[config.mk]
export PLATFORM = sky130hd
export DESIGN_NAME = hdtc_dev_flat
export DESIGN_NICKNAME = d
export VERILOG_FILES = /design/src/rtl/hdtc_pkg.sv /design/src/rtl/hdtc_if.sv /design/src/rtl/hdtc_dev.sv /design/src/flat_wrapper.sv
export SDC_FILE = /design/constraint.sdc
export NUM_CORES = 1
export LEC_CHECK = 0
export ABC_AREA = 1
export BUFFER_PORTS_ARGS = -buffer_cell sky130_fd_sc_hd__buf_2
export CAP_MARGIN = 15
export CORE_ASPECT_RATIO = 1.2
export CORE_MARGIN = 4
export CORE_UTILIZATION = 56
export DETAILED_ROUTE_END_ITERATION = 12
export HOLD_SLACK_MARGIN = 0.02
export PLACE_DENSITY_LB_ADDON = 0.1
export SETUP_SLACK_MARGIN = 0.02
export SLEW_MARGIN = 15
export SYNTH_ARGS = -nofsm -noshare
export SYNTH_HDL_FRONTEND = slang
export SYNTH_HIERARCHICAL = 1
export SYNTH_SLANG_ARGS = --single-unit
[constraint.sdc]
create_clock -name aclk -period 3.2 [get_ports aclk]
set_clock_uncertainty 0.2 [all_clocks]
set_input_delay 0.48 -clock aclk [delete_from_list [all_inputs] [get_ports aclk]]
set_output_delay 0.48 -clock aclk [all_outputs]
set_load 0.01 [all_outputs]
[src/rtl/hdtc_pkg.sv]
// package: constants shared by the signalling transmit controller ends
package hdtc_pkg;
	// ----------------------------------------
	// command byte bit positions
	// ----------------------------------------
	localparam int CMD_W           = 8;
	localparam int CMD_SIG_RST_BIT = 0;                // signaling_tx_reset_cmd
	localparam int CMD_MSG_END_BIT = 1;                // message_end_cmd
	localparam int CMD_TRANSP_BIT  = 2;                // transparent_frame_cmd
	localparam int CMD_HDLC_BIT    = 3;                // hdlc_frame_send_cmd
	localparam int CMD_TX_RST_BIT  = 4;                // transmitter_reset_cmd
	localparam int CMD_REPEAT_BIT  = 5;                // repeat_tx_cmd

	// ----------------------------------------
	// line patterns and counts
	// ----------------------------------------
	localparam logic [7:0]  FLAG_BYTE  = 8'h7E;
	localparam logic [7:0]  ABORT_BYTE = 8'h7F;
	localparam logic [3:0]  BYTE_LEN   = 4'h8;
	localparam logic [3:0]  ABORT_LEN  = 4'h7;        // seven ones
	localparam logic [2:0]  STUFF_RUN  = 3'h5;
	localparam logic [15:0] CRC_INIT   = 16'hFFFF;
	localparam logic [15:0] CRC_POLY   = 16'h8408;    // reflected ccitt
	localparam int          FIFO_DEPTH = 8;
	localparam int          MAX_BLOCK  = 32;

	// ----------------------------------------
	// timing
	// ----------------------------------------
	localparam int CLK_PERIOD_PS = 4000;
	localparam int CLK_LOSS_PS   = 2000000;            // silence that counts as a lost clock
	localparam int CLK_LOSS_CYC  = (CLK_LOSS_PS + CLK_PERIOD_PS - 1) / CLK_PERIOD_PS;

	// ----------------------------------------
	// host register map and status fields
	// ----------------------------------------
	localparam int          ADDR_W     = 4;
	localparam logic [3:0]  REG_CMD    = 4'h0;
	localparam logic [3:0]  REG_TXDATA = 4'h4;
	localparam logic [3:0]  REG_STATUS = 4'h8;
	localparam int          ST_CEC     = 0;
	localparam int          ST_CLKLOST = 1;
	localparam int          ST_POOL    = 2;
	localparam int          ST_REFUSED = 3;
	localparam int          ST_OVFL    = 4;
	localparam int          ST_CNT_LSB = 8;
	localparam logic [1:0]  RESP_OKAY  = 2'h0;
	localparam logic [1:0]  RESP_SLVERR = 2'h2;

	// transmitter unit states
	typedef enum logic [2:0] {
		ST_IDLE   = 3'b000,
		ST_OPEN   = 3'b001,
		ST_DATA   = 3'b010,
		ST_CRC1   = 3'b011,
		ST_CRC2   = 3'b100,
		ST_CLOSE  = 3'b101,
		ST_TRANSP = 3'b110,
		ST_ABORT  = 3'b111
	} hdtc_st_t;
endpackage

[src/rtl/hdtc_if.sv]
// interface: link between host controller and signalling transmitter
`timescale 1ns/1ps
`default_nettype none
interface hdtc_if;
	logic       cmd_valid;
	logic [7:0] cmd_data;
	logic       cmd_ready;
	logic       fifo_valid;
	logic [7:0] fifo_data;
	logic       fifo_ready;
	logic       cec;
	logic       clk_lost;
	logic       pool_ready;

	modport dev (input cmd_valid, cmd_data, fifo_valid, fifo_data,
	             output cmd_ready, fifo_ready, cec, clk_lost, pool_ready);
	modport host (output cmd_valid, cmd_data, fifo_valid, fifo_data,
	              input cmd_ready, fifo_ready, cec, clk_lost, pool_ready);
endinterface
`default_nettype wire

[src/rtl/hdtc_dev.sv]
// signalling transmitter: command register, transmit fifo, serializer
//
// Function
// transparent command sends fifo bytes unframed
// message end appends crc and closing flag
// signalling reset resets transmitter, flushes fifo
// after reset send seven ones then fill
// reset completion pulses pool ready to host
// host may abort frame with signalling reset
// command executes within 2.5 data periods
// host polls executing flag before writing commands
// host commands only while transmit clock runs
// missing clock blocks register after a command
// host writes at most 32 bytes per frame
// repeat with transparent cycles fifo until stopped
// command bits are single shot strobes
`timescale 1ns/1ps
`default_nettype none

// ----------------------------------------
// fifo
// ----------------------------------------
module hdtc_fifo #(
	parameter int W = 8,
	parameter int D = 8
) (
	input  wire logic         aclk,
	input  wire logic         aresetn,
	input  wire logic         flush,
	input  wire logic         in_valid,
	input  wire logic [W-1:0] in_data,
	output logic              in_ready,
	output logic              out_valid,
	output logic [W-1:0]      out_data,
	input  wire logic         out_ready
);
	localparam int AW = (D > 1) ? $clog2(D) : 1;
	localparam int CW = $clog2(D + 1);

	logic [W-1:0]  mem_q [D];
	logic [AW-1:0] wp_q;
	logic [AW-1:0] rp_q;
	logic [CW-1:0] cnt_q;
	wire           push = in_valid & in_ready;
	wire           pop  = out_valid & out_ready;

	// a pop frees a slot in the same cycle
	assign out_valid = cnt_q != '0;
	assign in_ready  = (cnt_q != CW'(D)) | pop;
	assign out_data  = mem_q[rp_q];

	// storage, no reset needed
	always_ff @(posedge aclk) begin
		if (push) begin
			mem_q[wp_q] <= in_data;
		end
	end

	// pointers and fill count
	always_ff @(posedge aclk) begin
		if (!aresetn || flush) begin
			wp_q  <= '0;
			rp_q  <= '0;
			cnt_q <= '0;
		end else begin
			if (push) wp_q <= (wp_q == AW'(D - 1)) ? '0 : wp_q + 1'b1;
			if (pop) rp_q <= (rp_q == AW'(D - 1)) ? '0 : rp_q + 1'b1;
			if (push && !pop) cnt_q <= cnt_q + 1'b1;
			else if (pop && !push) cnt_q <= cnt_q - 1'b1;
		end
	end
endmodule

// ----------------------------------------
// device end
// ----------------------------------------
module hdtc_dev
	import hdtc_pkg::*;
#(
	parameter int CLK_LOSS = hdtc_pkg::CLK_LOSS_CYC,
	parameter int DEPTH    = hdtc_pkg::FIFO_DEPTH
) (
	input  wire logic aclk,
	input  wire logic aresetn,
	hdtc_if.dev       link,
	input  wire logic system_tx_clock,
	output logic      tx_line_q,
	output logic      tx_strobe_q
);
	import hdtc_pkg::*;
	localparam int LW = $clog2(CLK_LOSS + 1);

	logic           sclk_s1_q, sclk_s2_q, sclk_s3_q;
	logic [LW-1:0]  loss_cnt_q;
	logic           clk_lost_q;
	logic [7:0]     pend_q, pend_d;
	logic           cec_q, cmd_ready_q, pool_q;
	hdtc_st_t       state_q, ld_st, cur_st;
	logic [7:0]     sh_q, ld_byte, cur_byte;
	logic [3:0]     left_q, ld_len, cur_left;
	logic [2:0]     ones_q;
	logic [15:0]    crc_q;
	logic           msg_end_q, repeat_q, pop_sel;
	logic           f_in_ready, f_out_valid;
	logic [7:0]     f_out_data;

	// ----------------------------------------
	// transmit clock: sync, edge, loss watch
	// ----------------------------------------
	wire tick = sclk_s2_q & ~sclk_s3_q;

	always_ff @(posedge aclk) begin
		if (!aresetn) begin
			sclk_s1_q  <= 1'b0;
			sclk_s2_q  <= 1'b0;
			sclk_s3_q  <= 1'b0;
			loss_cnt_q <= '0;
			clk_lost_q <= 1'b0;
		end else begin
			sclk_s1_q  <= system_tx_clock;
			sclk_s2_q  <= sclk_s1_q;
			sclk_s3_q  <= sclk_s2_q;
			loss_cnt_q <= tick ? '0 : (loss_cnt_q == LW'(CLK_LOSS)) ? loss_cnt_q : loss_cnt_q + 1'b1;
			clk_lost_q <= !tick && (loss_cnt_q == LW'(CLK_LOSS));
		end
	end

	// ----------------------------------------
	// command register and decode
	// ----------------------------------------
	wire take     = link.cmd_valid & cmd_ready_q;
	wire exec     = tick & cec_q;                             // next data edge, held while clock lost
	wire c_rst    = exec & (pend_q[CMD_SIG_RST_BIT] | pend_q[CMD_TX_RST_BIT]);
	wire c_hdlc   = exec & pend_q[CMD_HDLC_BIT] & ~c_rst;
	wire c_trn    = exec & pend_q[CMD_TRANSP_BIT] & ~c_rst & ~pend_q[CMD_HDLC_BIT];
	wire c_me     = exec & pend_q[CMD_MSG_END_BIT] & ~c_rst;
	wire exec_any = c_rst | c_hdlc | c_trn;
	wire rep_now  = c_trn ? pend_q[CMD_REPEAT_BIT] : repeat_q;

	assign pend_d = take ? link.cmd_data : exec ? '0 : pend_q;

	always_ff @(posedge aclk) begin
		if (!aresetn) begin
			pend_q      <= '0;
			cec_q       <= 1'b0;
			cmd_ready_q <= 1'b1;
			pool_q      <= 1'b0;
		end else begin
			pend_q      <= pend_d;
			cec_q       <= |pend_d;
			cmd_ready_q <= ~|pend_d;
			pool_q      <= c_rst;
		end
	end

	assign link.cmd_ready  = cmd_ready_q;
	assign link.cec        = cec_q;
	assign link.clk_lost   = clk_lost_q;
	assign link.pool_ready = pool_q;

	// ----------------------------------------
	// next unit selection
	// ----------------------------------------
	always_comb begin
		ld_st   = ST_IDLE;
		ld_byte = FLAG_BYTE;
		ld_len  = BYTE_LEN;
		pop_sel = 1'b0;
		if (c_rst) begin
			ld_st   = ST_ABORT;
			ld_byte = ABORT_BYTE;
			ld_len  = ABORT_LEN;
		end else if (c_hdlc) begin
			ld_st = ST_OPEN;
		end else if (c_trn || state_q == ST_TRANSP) begin
			if (f_out_valid) begin
				ld_st   = ST_TRANSP;
				ld_byte = f_out_data;
				pop_sel = 1'b1;
			end
		end else begin
			unique case (state_q)
				ST_OPEN, ST_DATA: begin
					if (f_out_valid) begin
						ld_st   = ST_DATA;
						ld_byte = f_out_data;
						pop_sel = 1'b1;
					end else if (msg_end_q) begin
						ld_st   = ST_CRC1;
						ld_byte = ~crc_q[7:0];
					end else begin
						ld_st   = ST_ABORT;
						ld_byte = ABORT_BYTE;
						ld_len  = ABORT_LEN;
					end
				end
				ST_CRC1: begin
					ld_st   = ST_CRC2;
					ld_byte = ~crc_q[15:8];
				end
				ST_CRC2: ld_st = ST_CLOSE;
				ST_IDLE, ST_CLOSE, ST_ABORT, ST_TRANSP: ld_st = ST_IDLE;
			endcase
		end
	end

	// ----------------------------------------
	// serializer
	// ----------------------------------------
	wire body      = (state_q == ST_DATA) | (state_q == ST_CRC1) | (state_q == ST_CRC2);
	wire stuff_now = tick & body & (ones_q == STUFF_RUN) & ~exec_any;
	wire do_load   = tick & ~stuff_now & (exec_any | (left_q == '0));
	wire pop       = do_load & pop_sel;
	wire recirc    = pop & rep_now & (ld_st == ST_TRANSP);
	wire cur_body  = (cur_st == ST_DATA) | (cur_st == ST_CRC1) | (cur_st == ST_CRC2);
	wire bit_out   = cur_byte[0];
	wire crc_fb    = crc_q[0] ^ bit_out;

	assign cur_st   = do_load ? ld_st : state_q;
	assign cur_byte = do_load ? ld_byte : sh_q;
	assign cur_left = do_load ? ld_len : left_q;

	// line shift, stuffing and crc
	always_ff @(posedge aclk) begin
		if (!aresetn) begin
			state_q     <= ST_IDLE;
			sh_q        <= '0;
			left_q      <= '0;
			ones_q      <= '0;
			crc_q       <= CRC_INIT;
			tx_line_q   <= 1'b1;
			tx_strobe_q <= 1'b0;
		end else begin
			tx_strobe_q <= tick;
			if (stuff_now) begin
				tx_line_q <= 1'b0;                            // zero after five ones
				ones_q    <= '0;
			end else if (tick) begin
				state_q   <= cur_st;
				tx_line_q <= bit_out;
				sh_q      <= {1'b0, cur_byte[7:1]};
				left_q    <= cur_left - 1'b1;
				ones_q    <= (cur_body && bit_out) ? ones_q + 1'b1 : '0;
				if (cur_st == ST_OPEN) crc_q <= CRC_INIT;
				else if (cur_st == ST_DATA) crc_q <= (crc_q >> 1) ^ (crc_fb ? CRC_POLY : 16'h0000);
			end
		end
	end

	// message end and repeat latches
	always_ff @(posedge aclk) begin
		if (!aresetn) begin
			msg_end_q <= 1'b0;
			repeat_q  <= 1'b0;
		end else begin
			if (c_me) msg_end_q <= 1'b1;
			else if (exec_any || (do_load && ld_st == ST_CRC1)) msg_end_q <= 1'b0;
			if (exec) repeat_q <= c_trn & pend_q[CMD_REPEAT_BIT];
		end
	end

	// ----------------------------------------
	// transmit fifo, refilled from itself in repeat mode
	// ----------------------------------------
	assign link.fifo_ready = f_in_ready & ~recirc & ~c_rst;

	hdtc_fifo #(.W(8), .D(DEPTH)) u_fifo (
		.aclk      (aclk),
		.aresetn   (aresetn),
		.flush     (c_rst),
		.in_valid  (recirc | link.fifo_valid),
		.in_data   (recirc ? f_out_data : link.fifo_data),
		.in_ready  (f_in_ready),
		.out_valid (f_out_valid),
		.out_data  (f_out_data),
		.out_ready (pop)
	);
endmodule
`default_nettype wire

[src/flat_wrapper.sv]
// flat-port wrapper written by rule: the top's interface ports become plain ports
module hdtc_dev_flat import hdtc_pkg::*;
#(
	parameter int CLK_LOSS = hdtc_pkg::CLK_LOSS_CYC,
	parameter int DEPTH    = hdtc_pkg::FIFO_DEPTH
)
  (aclk, aresetn, system_tx_clock, tx_line_q, tx_strobe_q, link_cmd_valid, link_cmd_data, link_fifo_valid, link_fifo_data, link_cmd_ready, link_fifo_ready, link_cec, link_clk_lost, link_pool_ready);
  hdtc_if link_i ();
  input  wire logic aclk;
  input  wire logic aresetn;
  input  wire logic system_tx_clock;
  output logic tx_line_q;
  output logic tx_strobe_q;
  input wire logic [$bits(link_i.cmd_valid)-1:0] link_cmd_valid;
  input wire logic [$bits(link_i.cmd_data)-1:0] link_cmd_data;
  input wire logic [$bits(link_i.fifo_valid)-1:0] link_fifo_valid;
  input wire logic [$bits(link_i.fifo_data)-1:0] link_fifo_data;
  output wire logic [$bits(link_i.cmd_ready)-1:0] link_cmd_ready;
  output wire logic [$bits(link_i.fifo_ready)-1:0] link_fifo_ready;
  output wire logic [$bits(link_i.cec)-1:0] link_cec;
  output wire logic [$bits(link_i.clk_lost)-1:0] link_clk_lost;
  output wire logic [$bits(link_i.pool_ready)-1:0] link_pool_ready;
  assign link_i.cmd_valid = link_cmd_valid;
  assign link_i.cmd_data = link_cmd_data;
  assign link_i.fifo_valid = link_fifo_valid;
  assign link_i.fifo_data = link_fifo_data;
  assign link_cmd_ready = link_i.cmd_ready;
  assign link_fifo_ready = link_i.fifo_ready;
  assign link_cec = link_i.cec;
  assign link_clk_lost = link_i.clk_lost;
  assign link_pool_ready = link_i.pool_ready;
  hdtc_dev #(.CLK_LOSS(CLK_LOSS), .DEPTH(DEPTH)) u_core (.aclk(aclk), .aresetn(aresetn), .link(link_i), .system_tx_clock(system_tx_clock), .tx_line_q(tx_line_q), .tx_strobe_q(tx_strobe_q));
endmodule
=== Yosys cells after proc, flatten, opt, wreduce, memory -nomap -nowiden ===
Memories as Yosys holds them, arrays and structs flattened. A register that Yosys moved wholly into a read port is not among the register bits.
Cells that the tools add are included.

* Register bits after elaboration: 71
* Memories kept: 1
* Logic and storage cells: 167
* Output and inout bits: 7
* Memory bits (writable): 64

* $add $sub $neg: 7
* Bitwise gates (word level): 45
* Reductions and logical operators: 27
* Equal/unequal tests: 18
* Multiplexer cells: 48

{| class="wikitable"
|+ Memories
! name !! depth !! width !! rd ports !! clocked after Yosys merged registers in !! wr ports !! line !! text
|-
| u_core.u_fifo.mem_q || 8 || 8 || 1 || 1 || 1 || hdtc_dev.sv:40 || <nowiki>logic [W-1:0] mem_q [D];</nowiki>
|}

{| class="wikitable"
|+ Operators by type and width
! operator !! count
|-
| 8-bit 2-to-1 mux || 10
|-
| 16-bit 2-to-1 mux || 3
|-
| 3-bit 2-to-1 mux || 12
|-
| 4-bit 2-to-1 mux || 9
|-
| 3-bit equality test, second input constant || 9
|-
| 1-bit bitwise AND || 24
|-
| 8-bit NOT || 2
|-
| 8-bit case mux with 2 select lines || 1
|-
| 15-bit by 16-bit bitwise XOR with 16-bit output || 1
|-
| 3-bit by 2-bit equality test with 1-bit output, second input constant || 5
|-
| 1-bit 2-to-1 mux || 12
|-
| 3-bit case mux with 4 select lines || 1
|-
| 1-bit OR || 10
|-
| 3-bit by 1-bit adder with 3-bit output, second input constant || 3
|-
| 9-bit by 1-bit adder with 9-bit output, second input constant || 1
|-
| 9-bit equality test, second input constant || 1
|-
| 2-bit nonzero test || 4
|-
| 8-bit OR reduction || 1
|-
| 4-bit by 1-bit subtractor with 4-bit output, second input constant || 2
|-
| 1-bit NOT || 7
|-
| 3-bit by 1-bit equality test with 1-bit output, second input constant || 2
|-
| 2-bit OR reduction || 3
|-
| 1-bit logical AND || 5
|-
| 1-bit zero test || 5
|-
| 10 further kinds || 12
|}

=== Logic depth before layout (Yosys ltp) ===
Gate-level depths: netlist (run 1).

* Depth in word-level cells: 22
* Mapped depth: 26
* Mapped depth without buffers: 25

=== By module ===
Netlist (run 1), hierarchy kept.

{| class="wikitable"
|+ Modules (own cells, without submodules)
! module !! times used !! area an instance (um^2) !! cells each
|-
| hdtc_fifo || 1 || 3340.7 || 315
|-
| hdtc_dev || 1 || 3331.9 || 492
|}

=== Worst setup path before layout (run 1) ===
No wires, ideal clock.

* Kind: flip-flop to flip-flop
* From: register u_core.cec_q, in the netlist u_core/link.cec
* To: register u_core.u_fifo.cnt_q[3]
* Stages on the path, launching flop included: 21
* Setup time: 0.109 ns
* Required time: 2.891 ns
* Buffers on the path: 0
* Arrival: 3.003 ns
* Slack: -0.112 ns
* Cell sequence: dfxtp_1 -> inv_1 -> nor2_8 -> o21ai_2 -> nand3_2 -> nand2_1 -> inv_1 -> nand2_1 -> nor3_1 -> nor2_2 -> nand3_4 -> nand2_4 -> inv_2 -> ha_1 -> inv_1 -> ha_1 -> or2_2 -> nand3_1 -> nand3_1 -> nand2_1 -> inv_1

* Elaborated cells on any way between the ends: 39

{| class="wikitable"
|+ RTL lines
! element !! line !! text
|-
| from (decl) || hdtc_dev.sv:97 || <nowiki>logic cec_q, cmd_ready_q, pool_q;</nowiki>
|-
| from (signal assigned) || hdtc_dev.sv:150 || <nowiki>cec_q <= |pend_d;</nowiki>
|-
| 1-bit bitwise AND * || hdtc_dev.sv:132 || <nowiki>wire exec = tick & cec_q;</nowiki>
|-
| 1-bit bitwise AND || hdtc_dev.sv:133 || <nowiki>wire c_rst = exec & (pend_q[CMD_SIG_RST_BIT] | pend_q[CMD_TX_RST_BIT]);</nowiki>
|-
| 1-bit NOT || hdtc_dev.sv:134, hdtc_dev.sv:135 ||
|-
| 1-bit bitwise AND (on tied branches) || hdtc_dev.sv:134, hdtc_dev.sv:135 ||
|-
| 1-bit OR / 1-bit bitwise AND (equally long branches) || hdtc_dev.sv:137, hdtc_dev.sv:135 ||
|-
| 1-bit OR || hdtc_dev.sv:137 || <nowiki>wire exec_any = c_rst | c_hdlc | c_trn;</nowiki>
|-
| 1-bit NOT || hdtc_dev.sv:211 || <nowiki>wire stuff_now = tick & body & (ones_q == STUFF_RUN) & ~exec_any;</nowiki>
|-
| 1-bit bitwise AND || hdtc_dev.sv:211 ||
|-
| [4 not listed] || - ||
|-
| via u_core.pop || hdtc_dev.sv:213 || <nowiki>wire pop = do_load & pop_sel;</nowiki>
|-
| 1-bit bitwise AND * || hdtc_dev.sv:45 || <nowiki>wire pop = out_valid & out_ready;</nowiki>
|-
| 1-bit OR * || hdtc_dev.sv:49 || <nowiki>assign in_ready = (cnt_q != CW'(D)) | pop;</nowiki>
|-
| via u_core.f_in_ready || hdtc_dev.sv:104 || <nowiki>logic f_in_ready, f_out_valid;</nowiki>
|-
| 1-bit bitwise AND * || hdtc_dev.sv:44 || <nowiki>wire push = in_valid & in_ready;</nowiki>
|-
| via u_core.u_fifo.push || hdtc_dev.sv:44 ||
|-
| 1-bit zero test || hdtc_dev.sv:69 || <nowiki>else if (pop && !push) cnt_q <= cnt_q - 1'b1;</nowiki>
|-
| 1-bit logical AND || hdtc_dev.sv:69 ||
|-
| 2-bit nonzero test (no source line) || - ||
|-
| to (signal assigned) || hdtc_dev.sv:68 || <nowiki>if (push && !pop) cnt_q <= cnt_q + 1'b1;</nowiki>
|-
| to (signal assigned) || hdtc_dev.sv:69 ||
|-
| to (decl) || hdtc_dev.sv:43 || <nowiki>logic [CW-1:0] cnt_q;</nowiki>
|}

The timed path passes the listed nets; every way through them passes the cells marked *.
A chain may end at the register's enable or synchronous reset.

=== Worst setup path in the final report (run 1) ===
* From: register u_core.state_q[0]
* To: register u_core.u_fifo.cnt_q[2]

* Cells in the longest elaborated chain, start to end: 17
* Elaborated cells on any way between the ends: 41

{| class="wikitable"
|+ RTL lines
! element !! line !! text
|-
| from (decl) || hdtc_dev.sv:98 || <nowiki>hdtc_st_t state_q, ld_st, cur_st;</nowiki>
|-
| from (signal assigned) || hdtc_dev.sv:239 || <nowiki>state_q <= cur_st;</nowiki>
|-
| 3-bit by 2-bit equality test with 1-bit output || hdtc_dev.sv:182, hdtc_dev.sv:210 ||
|-
| 1-bit OR (2 in a row) || hdtc_dev.sv:210 || <nowiki>wire body = (state_q == ST_DATA) | (state_q == ST_CRC1) | (state_q == ST_CRC2);</nowiki>
|-
| 1-bit bitwise AND (3 in a row) || hdtc_dev.sv:211 ||
|-
| 1-bit NOT || hdtc_dev.sv:212 || <nowiki>wire do_load = tick & ~stuff_now & (exec_any | (left_q == '0));</nowiki>
|-
| 1-bit bitwise AND (2 in a row) || hdtc_dev.sv:212 ||
|-
| 1-bit bitwise AND || hdtc_dev.sv:213 ||
|-
| 1-bit bitwise AND (2 in a row) || hdtc_dev.sv:214 || <nowiki>wire recirc = pop & rep_now & (ld_st == ST_TRANSP);</nowiki>
|-
| 1-bit OR || hdtc_dev.sv:271 || <nowiki>.in_valid (recirc | link.fifo_valid),</nowiki>
|-
| 1-bit bitwise AND * || hdtc_dev.sv:44 ||
|-
| via u_core.u_fifo.push || hdtc_dev.sv:44 ||
|-
| 1-bit zero test || hdtc_dev.sv:69 ||
|-
| 1-bit logical AND || hdtc_dev.sv:69 ||
|-
| 2-bit nonzero test (no source line) || - ||
|}

Marked as above.

==> run metrics, run 1 <==
CP max stage delay=~0.38 ns; RSZ-0062 raised after global routing=yes; Tmin final=3.05 ns; clock tree sinks=approximately 140; first-pass GRT wire length=24.3 mm; Max Clock Freq=0.327 GHz; WP data required=3.30 ns; post-DP HPWL=10.5 mm; wire per inst=14.3 microns; critical path's top delay family=simple AND/OR/NAND/NOR gates; die area=13700 sq um; Worst-Margin Slew=0.772 ns; Avg Inst Size Synth=8.27 sq um; First-pass DRT Iterations=5; status=finished, final reports clean; vias in the first global route=5349; PwrDens=546 nW/um^2; diode count=0; Detailed Route Iter0 Violations=346; CORE AREA=11600 sq um; CP Max Fanout=4; number of synthesized flops with an enable pin=64; Via density=roughly 5.3; r2r setup slk=about 0.15 ns; Hold Path Stages=3; Max Cap Viol=0; post-place instance area=7100 sq um; final WL=14.7 mm; Top cell by count, worst path=inv_1; Crit Reg-Reg Endpoint=u_core/u_fifo/cnt_q[2]; distinct cell type count after synthesis=45; DRC viols=0; static leakage=0.00336 uW; Fin. Hold Viols=0; #FFs+latches synth=138; Critical Path Start Type=flip-flop; final instance area=7660 sq um; CTS Buffer Depth=2; hold buffer count at CTS=0; r2r startpoint=u_core/state_q[0]; area grow syn2layout=14.7%; Port Buffers=27; Synth async-reset ratio=0%; FP Rows=43; total track usage=22.5%; grt ovf=0; Final Cycle Share=95.5%; CTS tree=yes; Pins Over Slew Limit=0; nets=896; Critical-path top delay cell=dfxtp_1; Reg2Reg Depth=19; H-Tree Depth=4; IO Pins=28; CTS Root Cell=clkbuf_16; largest net degree at the start of global routing=29; Seq/Total Area, Yosys=51.0%; Syn Nets=841; Gate Count Post-Synth=807; Yosys Warn Count=6; Reg clk slew, reported paths=0.06 ns; hold crit path type=in -> reg; CP bufs+invs=5; CP Class=reg -> reg; Hold EP=u_core/sclk_s1_q; placed insts=1000; Starting Density=57.4%; DIE HEIGHT=128 microns; mapped cell area=around 6700 sq um; post-route ant nets=0; hold_sp=system_tx_clock; Final Non-Filler Cells=1032; GPL Wtd Cong=0.921; WP data arrival=3.15 ns; clk_lat worst skew=0.41 ns; Cell Chain, Critical Path=nor2_1, nor2_1, nand2_1, nand3_1, nand3_2, nand2_2, nand2_1, inv_1, nand4_1, inv_1, or2_4, nand2_4, inv_2, ha_2, inv_2, fa_1, xor2_1, o21ai_0, inv_1; share of layout cells above drive strength 1=16.9%; Most used DFF post-synth=dfxtp_1; Worst setup EP type=flip-flop; VDD IR max=roughly 0.32 mV; Inserted Clock Buffers=17; DR vias=5504; Die Wd=108 microns; initial antenna violation count=0; setup violators final=0; worst relative slew slack=48.0%
through the flow:
| step | TNS (ns) | total power (uW) | utilization [%] | hold WS, ns | worst slack [ns] |
|---|---|---|---|---|---|
| CTS | 0 | 4190 | 65.4 | 0.0461 | 0.0292 |
| global route | -0.00474 | 4380 | 65.9 | 0.0745 | -0.00474 |
| finish | 0 | 4180 | 65.9 | 0.0552 | 0.145 |
| global placement | 0 | 2520 | 61.1 | 0.206 | 0.121 |
| detailed placement | 0 | 2540 | 61.1 | 0.214 | 0.00202 |
| floorplan | 0 | 2370 | - | 0.190 | 0.0337 |
routing by layer:
layer / global-route usage [%] / vias up / routed length (microns)
met3: 5.31 / 33 / 609
li1: - / 2776 / -
met4: 10.8 / 0 / 396
met5: 0 / - / 0
met2: 40.3 / 142 / 7750
met1: 24.8 / 2553 / 5970
layout make-up:
class	count	area, sq um
inverter	83	314
clock buffer	23	448
tap	157	196
timing repair buffer	61	390
clock inverter	9	53.8
fill	1002	3970
sequential	138	3410
multi-input combinational	561	2840
Yosys cell counts, types with 3 or more instances:
| cell type | number | area [sq um] |
|---|---|---|
| nand2_1 | 191 | 717 |
| nor2_1 | 131 | 492 |
| dfxtp_1 | 74 | 1480 |
| inv_1 | 74 | 278 |
| edfxtp_1 | 64 | 1920 |
| o21ai_0 | 43 | 215 |
| nand3_1 | 37 | 185 |
| a21oi_1 | 35 | 175 |
| a31oi_1 | 20 | 125 |
| o21ai_1 | 19 | 95.1 |
| ha_1 | 12 | 150 |
| buf_6 | 8 | 90.1 |
| clkbuf_1 | 8 | 30.0 |
| inv_2 | 7 | 26.3 |
| nand2_2 | 7 | 43.8 |
| nand4_1 | 7 | 43.8 |
| nor2_2 | 6 | 37.5 |
| o22ai_1 | 6 | 37.5 |
| buf_2 | 5 | 25.0 |
| o211ai_2 | 5 | 62.6 |
| nand2_4 | 4 | 45.0 |
| nand3_2 | 4 | 40.0 |
| nand3b_1 | 4 | 30.0 |
| nor2_4 | 3 | 33.8 |
| nor3_1 | 3 | 15.0 |
| xnor2_1 | 3 | 26.3 |
| xor2_1 | 3 | 26.3 |
what timing repair did:
| action | in CTS | in global routing |
|---|---|---|
| endpoints found under the hold margin | 0 | 0 |
| pin swaps | 0 | 3 |
| setup buffers | 0 | 0 |
| endpoints found under the setup margin | 1 | 3 |
| resized for setup | 1 | 14 |
worst reg2reg max path, delay by kind of cell (launching register included):
kind	cells	cell delay, ns
fa+ha+maj	2	0.56
flops	1	0.38
xor+xnor	1	0.18
compound gates	1	0.15
buf+inv	5	0.36
simple gates	10	1.12
report_power, final:
| part | total, uW | switching, uW | internal, uW |
|---|---|---|---|
| Clock | 1660 | 680 | 980 |
| Combinational | 550 | 349 | 201 |
| Sequential | 1970 | 44.5 | 1930 |
cell families (layout without fill, tap and decap cells):
family | after synthesis | count (layout) | synth area share [%]
flip-flops | 138 | 138 | 51.0
buffers and inverters | 108 | 176 | 7.24
AO/OA/AOI/OAI | 136 | 136 | 11.8
adder cells (fa/ha/maj) | 13 | 13 | 2.55
XOR/XNOR | 6 | 6 | 0.788
AND/OR/NAND/NOR | 406 | 406 | 26.7
cells in the final DEF (no fill, tap or decap), drive strengths merged:
| cell | n |
|---|---|
| buf | 61 |
| fa | 1 |
| a31oi | 20 |
| and3 | 1 |
| and2 | 1 |
| or2 | 4 |
| nand3b | 4 |
| o211ai | 7 |
| nand4 | 7 |
| ha | 12 |
| nor3 | 3 |
| inv | 83 |
| xnor2 | 3 |
| nand2 | 202 |
| dfxtp | 74 |
| clkbuf | 23 |
| a21oi | 37 |
| nor2 | 141 |
| clkinv | 6 |
| nand3 | 43 |
| o22ai | 6 |
| edfxtp | 64 |
| xor2 | 3 |
| clkinvlp | 3 |
| o21a | 1 |
| o21ai | 65 |
sequential cells by signal, indices dropped and copies added, names as in the netlist, 3 cells and up, named ones only:
name and flops:
u_core/u_fifo/mem_q 64, u_core/crc_q 16, u_core/loss_cnt_q 9, u_core/pend_q 8
u_core/sh_q 7, u_core/left_q 4, u_core/u_fifo/cnt_q 4, u_core/ones_q 3
u_core/state_q 3, u_core/u_fifo/rp_q 3, u_core/u_fifo/wp_q 3
how the worst max path moves through the flow:
stage                           start                     end  slack, ns  cells after the start
2_1_floorplan        u_core/sclk_s2_q  u_core/u_fifo/cnt_q[3]       0.03                     20
3_3_place_gp         u_core/ones_q[0]  u_core/u_fifo/cnt_q[3]       0.12                     21
3_5_place_dp         u_core/sclk_s3_q  u_core/u_fifo/cnt_q[3]      0.002                     23
4_1_cts              u_core/sclk_s3_q  u_core/u_fifo/cnt_q[3]       0.03                     23
5_1_grt        u_core/u_fifo/cnt_q[1]  u_core/u_fifo/cnt_q[2]     -0.005                     18
6_report            u_core/state_q[0]  u_core/u_fifo/cnt_q[2]       0.15                     19
Note: power is estimated with default switching activity, not from simulation.
==> run 2: changes to the inputs <==
--- a/config.mk
+++ b/config.mk
@@ -14,6 +14,7 @@
 export DETAILED_ROUTE_END_ITERATION = 12
 export HOLD_SLACK_MARGIN = 0.02
 export PLACE_DENSITY_LB_ADDON = 0.1
+export REMOVE_ABC_BUFFERS = 1
 export SETUP_SLACK_MARGIN = 0.02
 export SLEW_MARGIN = 15
 export SYNTH_ARGS = -nofsm -noshare
==> run 2 against run 1 <==
Worst setup slack gained 0.0067 ns; first-iteration DRC count grew 9.8%; final area grew 2.3%; utilization grew 1.5 points; final cell count grew 1.1%; via count grew 1.5%; largest cell class unchanged; highest routed layer unchanged.
==> run metrics, run 2 (synthesis gave the netlist of run 1 again) <==
status=finished, final reports clean; Storage cell area=3410 sq um (+0.11%); GPL Wtd Cong=0.913 (-0.90%); max FFs per register=64 (unchanged); initial antenna violation count=0 (unchanged); Biggest register=u_core/u_fifo/mem_q; CORE AREA=11600 sq um (unchanged); Placement Setup Slack=-0.0309 ns (-0.0329 ns); Worst setup EP type=flip-flop; Psw=1160 uW (+7.7%); placed insts=1004 (+0.40%); Layout Utilization=67.4% (+1.5 points); static leakage=0.00345 uW (+2.8%); fillers=1002 (unchanged); DR vias=5585 (+1.5%); top flop regs=u_core/u_fifo/mem_q (64), u_core/crc_q (16), u_core/loss_cnt_q (9); Final Non-Filler Cells=1043 (+1.1%); nets=907 (+1.2%); clock tree sinks=138 (unchanged); CTS tree=yes; CTS Buffer Depth=2 (unchanged); Via density=5.35 (+0.40%); Multi-input gate area=2860 sq um (+0.66%); Starting Density=57.4% (unchanged); RSZ-0062 raised after global routing=yes; post-DP HPWL=11.1 mm (+5.9%); most common cell after layout, fill and taps aside=nand2_1; CP Max Fanout=4 (unchanged); hold crit path type=in -> reg; post-route ant nets=0 (unchanged); Tmin final=3.05 ns (-0.00671 ns); area grow syn2layout=17.3%; vias in the first global route=5506 (+2.9%); Fin. Hold Viols=0 (unchanged); H-Tree Depth=4 (unchanged); Port Buffers=27 (unchanged); WP data required=3.31 ns (about the same); hold buffer count at CTS=0 (unchanged); DRC viols=0 (unchanged); DIE HEIGHT=128 microns (unchanged); sequential share of power=45.0% (-2.2 points); grt ovf=0 (unchanged); Reg clk slew, reported paths=0.06 ns (about the same); die area=13700 sq um (unchanged); PwrDens=560 nW/um^2 (+2.5%); VDD IR max=0.330 mV (+3.3%); first-pass GRT wire length=25.7 mm (+5.9%); CP Class=reg -> reg; Hold Path Stages=3 (unchanged); Clk pwr share=42.0% (+2.3 points); share of layout cells above drive strength 1=19.1% (+2.2 points); Reg2Reg Depth=19 (unchanged); Power Total=4390 uW (+4.9%); First-pass DRT Iterations=5 (unchanged); Max Cap Viol=0 (unchanged); FP Rows=43 (unchanged); Inserted Clock Buffers=17 (unchanged); WP data arrival=3.16 ns (about the same); IO Pins=28 (unchanged); final WL=15.5 mm (+5.4%); Final Cycle Share=95.2% (-0.21 points); internal power of the cells=3230 uW (+3.9%); clk_lat worst skew=0.41 ns (about the same); Pins Over Slew Limit=0 (unchanged); Die Wd=108 microns (unchanged); CTS Root Cell=clkbuf_16; total track usage=23.6% (+1.2 points); Worst-Margin Slew=0.736 ns (-0.0360 ns); combinational share of power=13.0% (-0.2 points); wire per inst=14.9 microns (+4.3%); diode count=0 (unchanged); Critical Path Start Type=flip-flop; most frequent cells in the layout=189 x nand2_1, 130 x nor2_1, 72 x inv_1; setup violators final=0 (unchanged); fin worst setup slack=0.152 ns (+0.00671 ns); largest net degree at the start of global routing=28 (-3.4%); Detailed Route Iter0 Violations=380 (+9.8%); Max Clock Freq=0.328 GHz (+0.22%); worst relative slew slack=50.4% (+2.4 points); switching fraction of total power=26.4% (+0.69 points)
[run 2: cell types whose count changed in the layout (fill, tap and decap cells not counted), sizes merged]
cell / previous run / this run
inv: 83 / 86
buf: 61 / 72
clkbuf: 23 / 21
clkinv: 6 / 5
[run 2: power by group through the flow]
stage | clock, uW | sequential [uW] | combinational, uW
2_1_floorplan | 0 | 2000 | 351
3_3_place_gp | 0 | 2000 | 525
3_5_place_dp | 0 | 2010 | 543
4_1_cts | 1870 | 1970 | 547
5_1_grt | 1970 | 1980 | 640
6_report | 1840 | 1970 | 570
[run 2: worst max-delay path, stage by stage, from the launching register on]
cell,delay (ns)
dfxtp_4,0.36
inv_2,0.07
nand2_4,0.08
nor2_8,0.19
nand3_1,0.20
nand3_1,0.17
nand2_1,0.10
nand4_1,0.12
inv_1,0.06
or2_4,0.25
nand2_4,0.09
inv_4,0.05
ha_4,0.15
inv_2,0.09
ha_4,0.21
or2_2,0.29
nand3_1,0.10
nand3_1,0.08
nand2_1,0.06
inv_1,0.03
[run 2: cell type report]
class,count,area share [%]
Clock inverter,11,1.09
Clock buffer,21,6.17
Sequential cell,138,43.6
Inverter,83,4.04
Timing Repair Buffer,72,6.04
Tap cell,157,2.51
Multi-Input combinational cell,561,36.6
[run 2: routing by layer]
layer  GRT usage, %  vias up  part of all wire (%)  routed length, microns
met4           11.6        0                   3.2                     493
li1               -     2784                     -                       -
met3           4.24       45                   3.9                     605
met1           26.9     2598                    40                    6150
met5              0        -                     0                       0
met2           42.3      158                    53                    8260
[run 2: final timing paths]
check | startpoint | to | slack (ns)
setup reg to reg | u_core/sclk_s3_q | u_core/u_fifo/cnt_q[3] | 0.15
setup / recovery | u_core/sclk_s3_q | u_core/u_fifo/cnt_q[3] | 0.15
hold reg to reg | u_core/sclk_s1_q | u_core/sclk_s2_q | 0.23
hold / removal | system_tx_clock | u_core/sclk_s1_q | 0.06
[run 2: per-stage QoR]
| step | area [sq um] | TNS [ns] | hold WS, ns |
|---|---|---|---|
| after global placement | 7120 | 0 | 0.213 |
| final | 7830 | 0 | 0.0626 |
| after floorplan | 6500 | -5.77 | 0.190 |
| after detailed placement | 7120 | -0.0309 | 0.229 |
| after global routing | 7830 | -0.00636 | 0.0669 |
| after CTS | 7690 | 0 | 0.0531 |
[run 2: what timing repair did]
| item | 4_1_cts | 5_1_grt |
|---|---|---|
| resized for setup | 3 | 23 |
| buffers inserted | 0 | 7 |
| setup endpoints to repair | 1 | 4 |
| pin swaps | 0 | 8 |
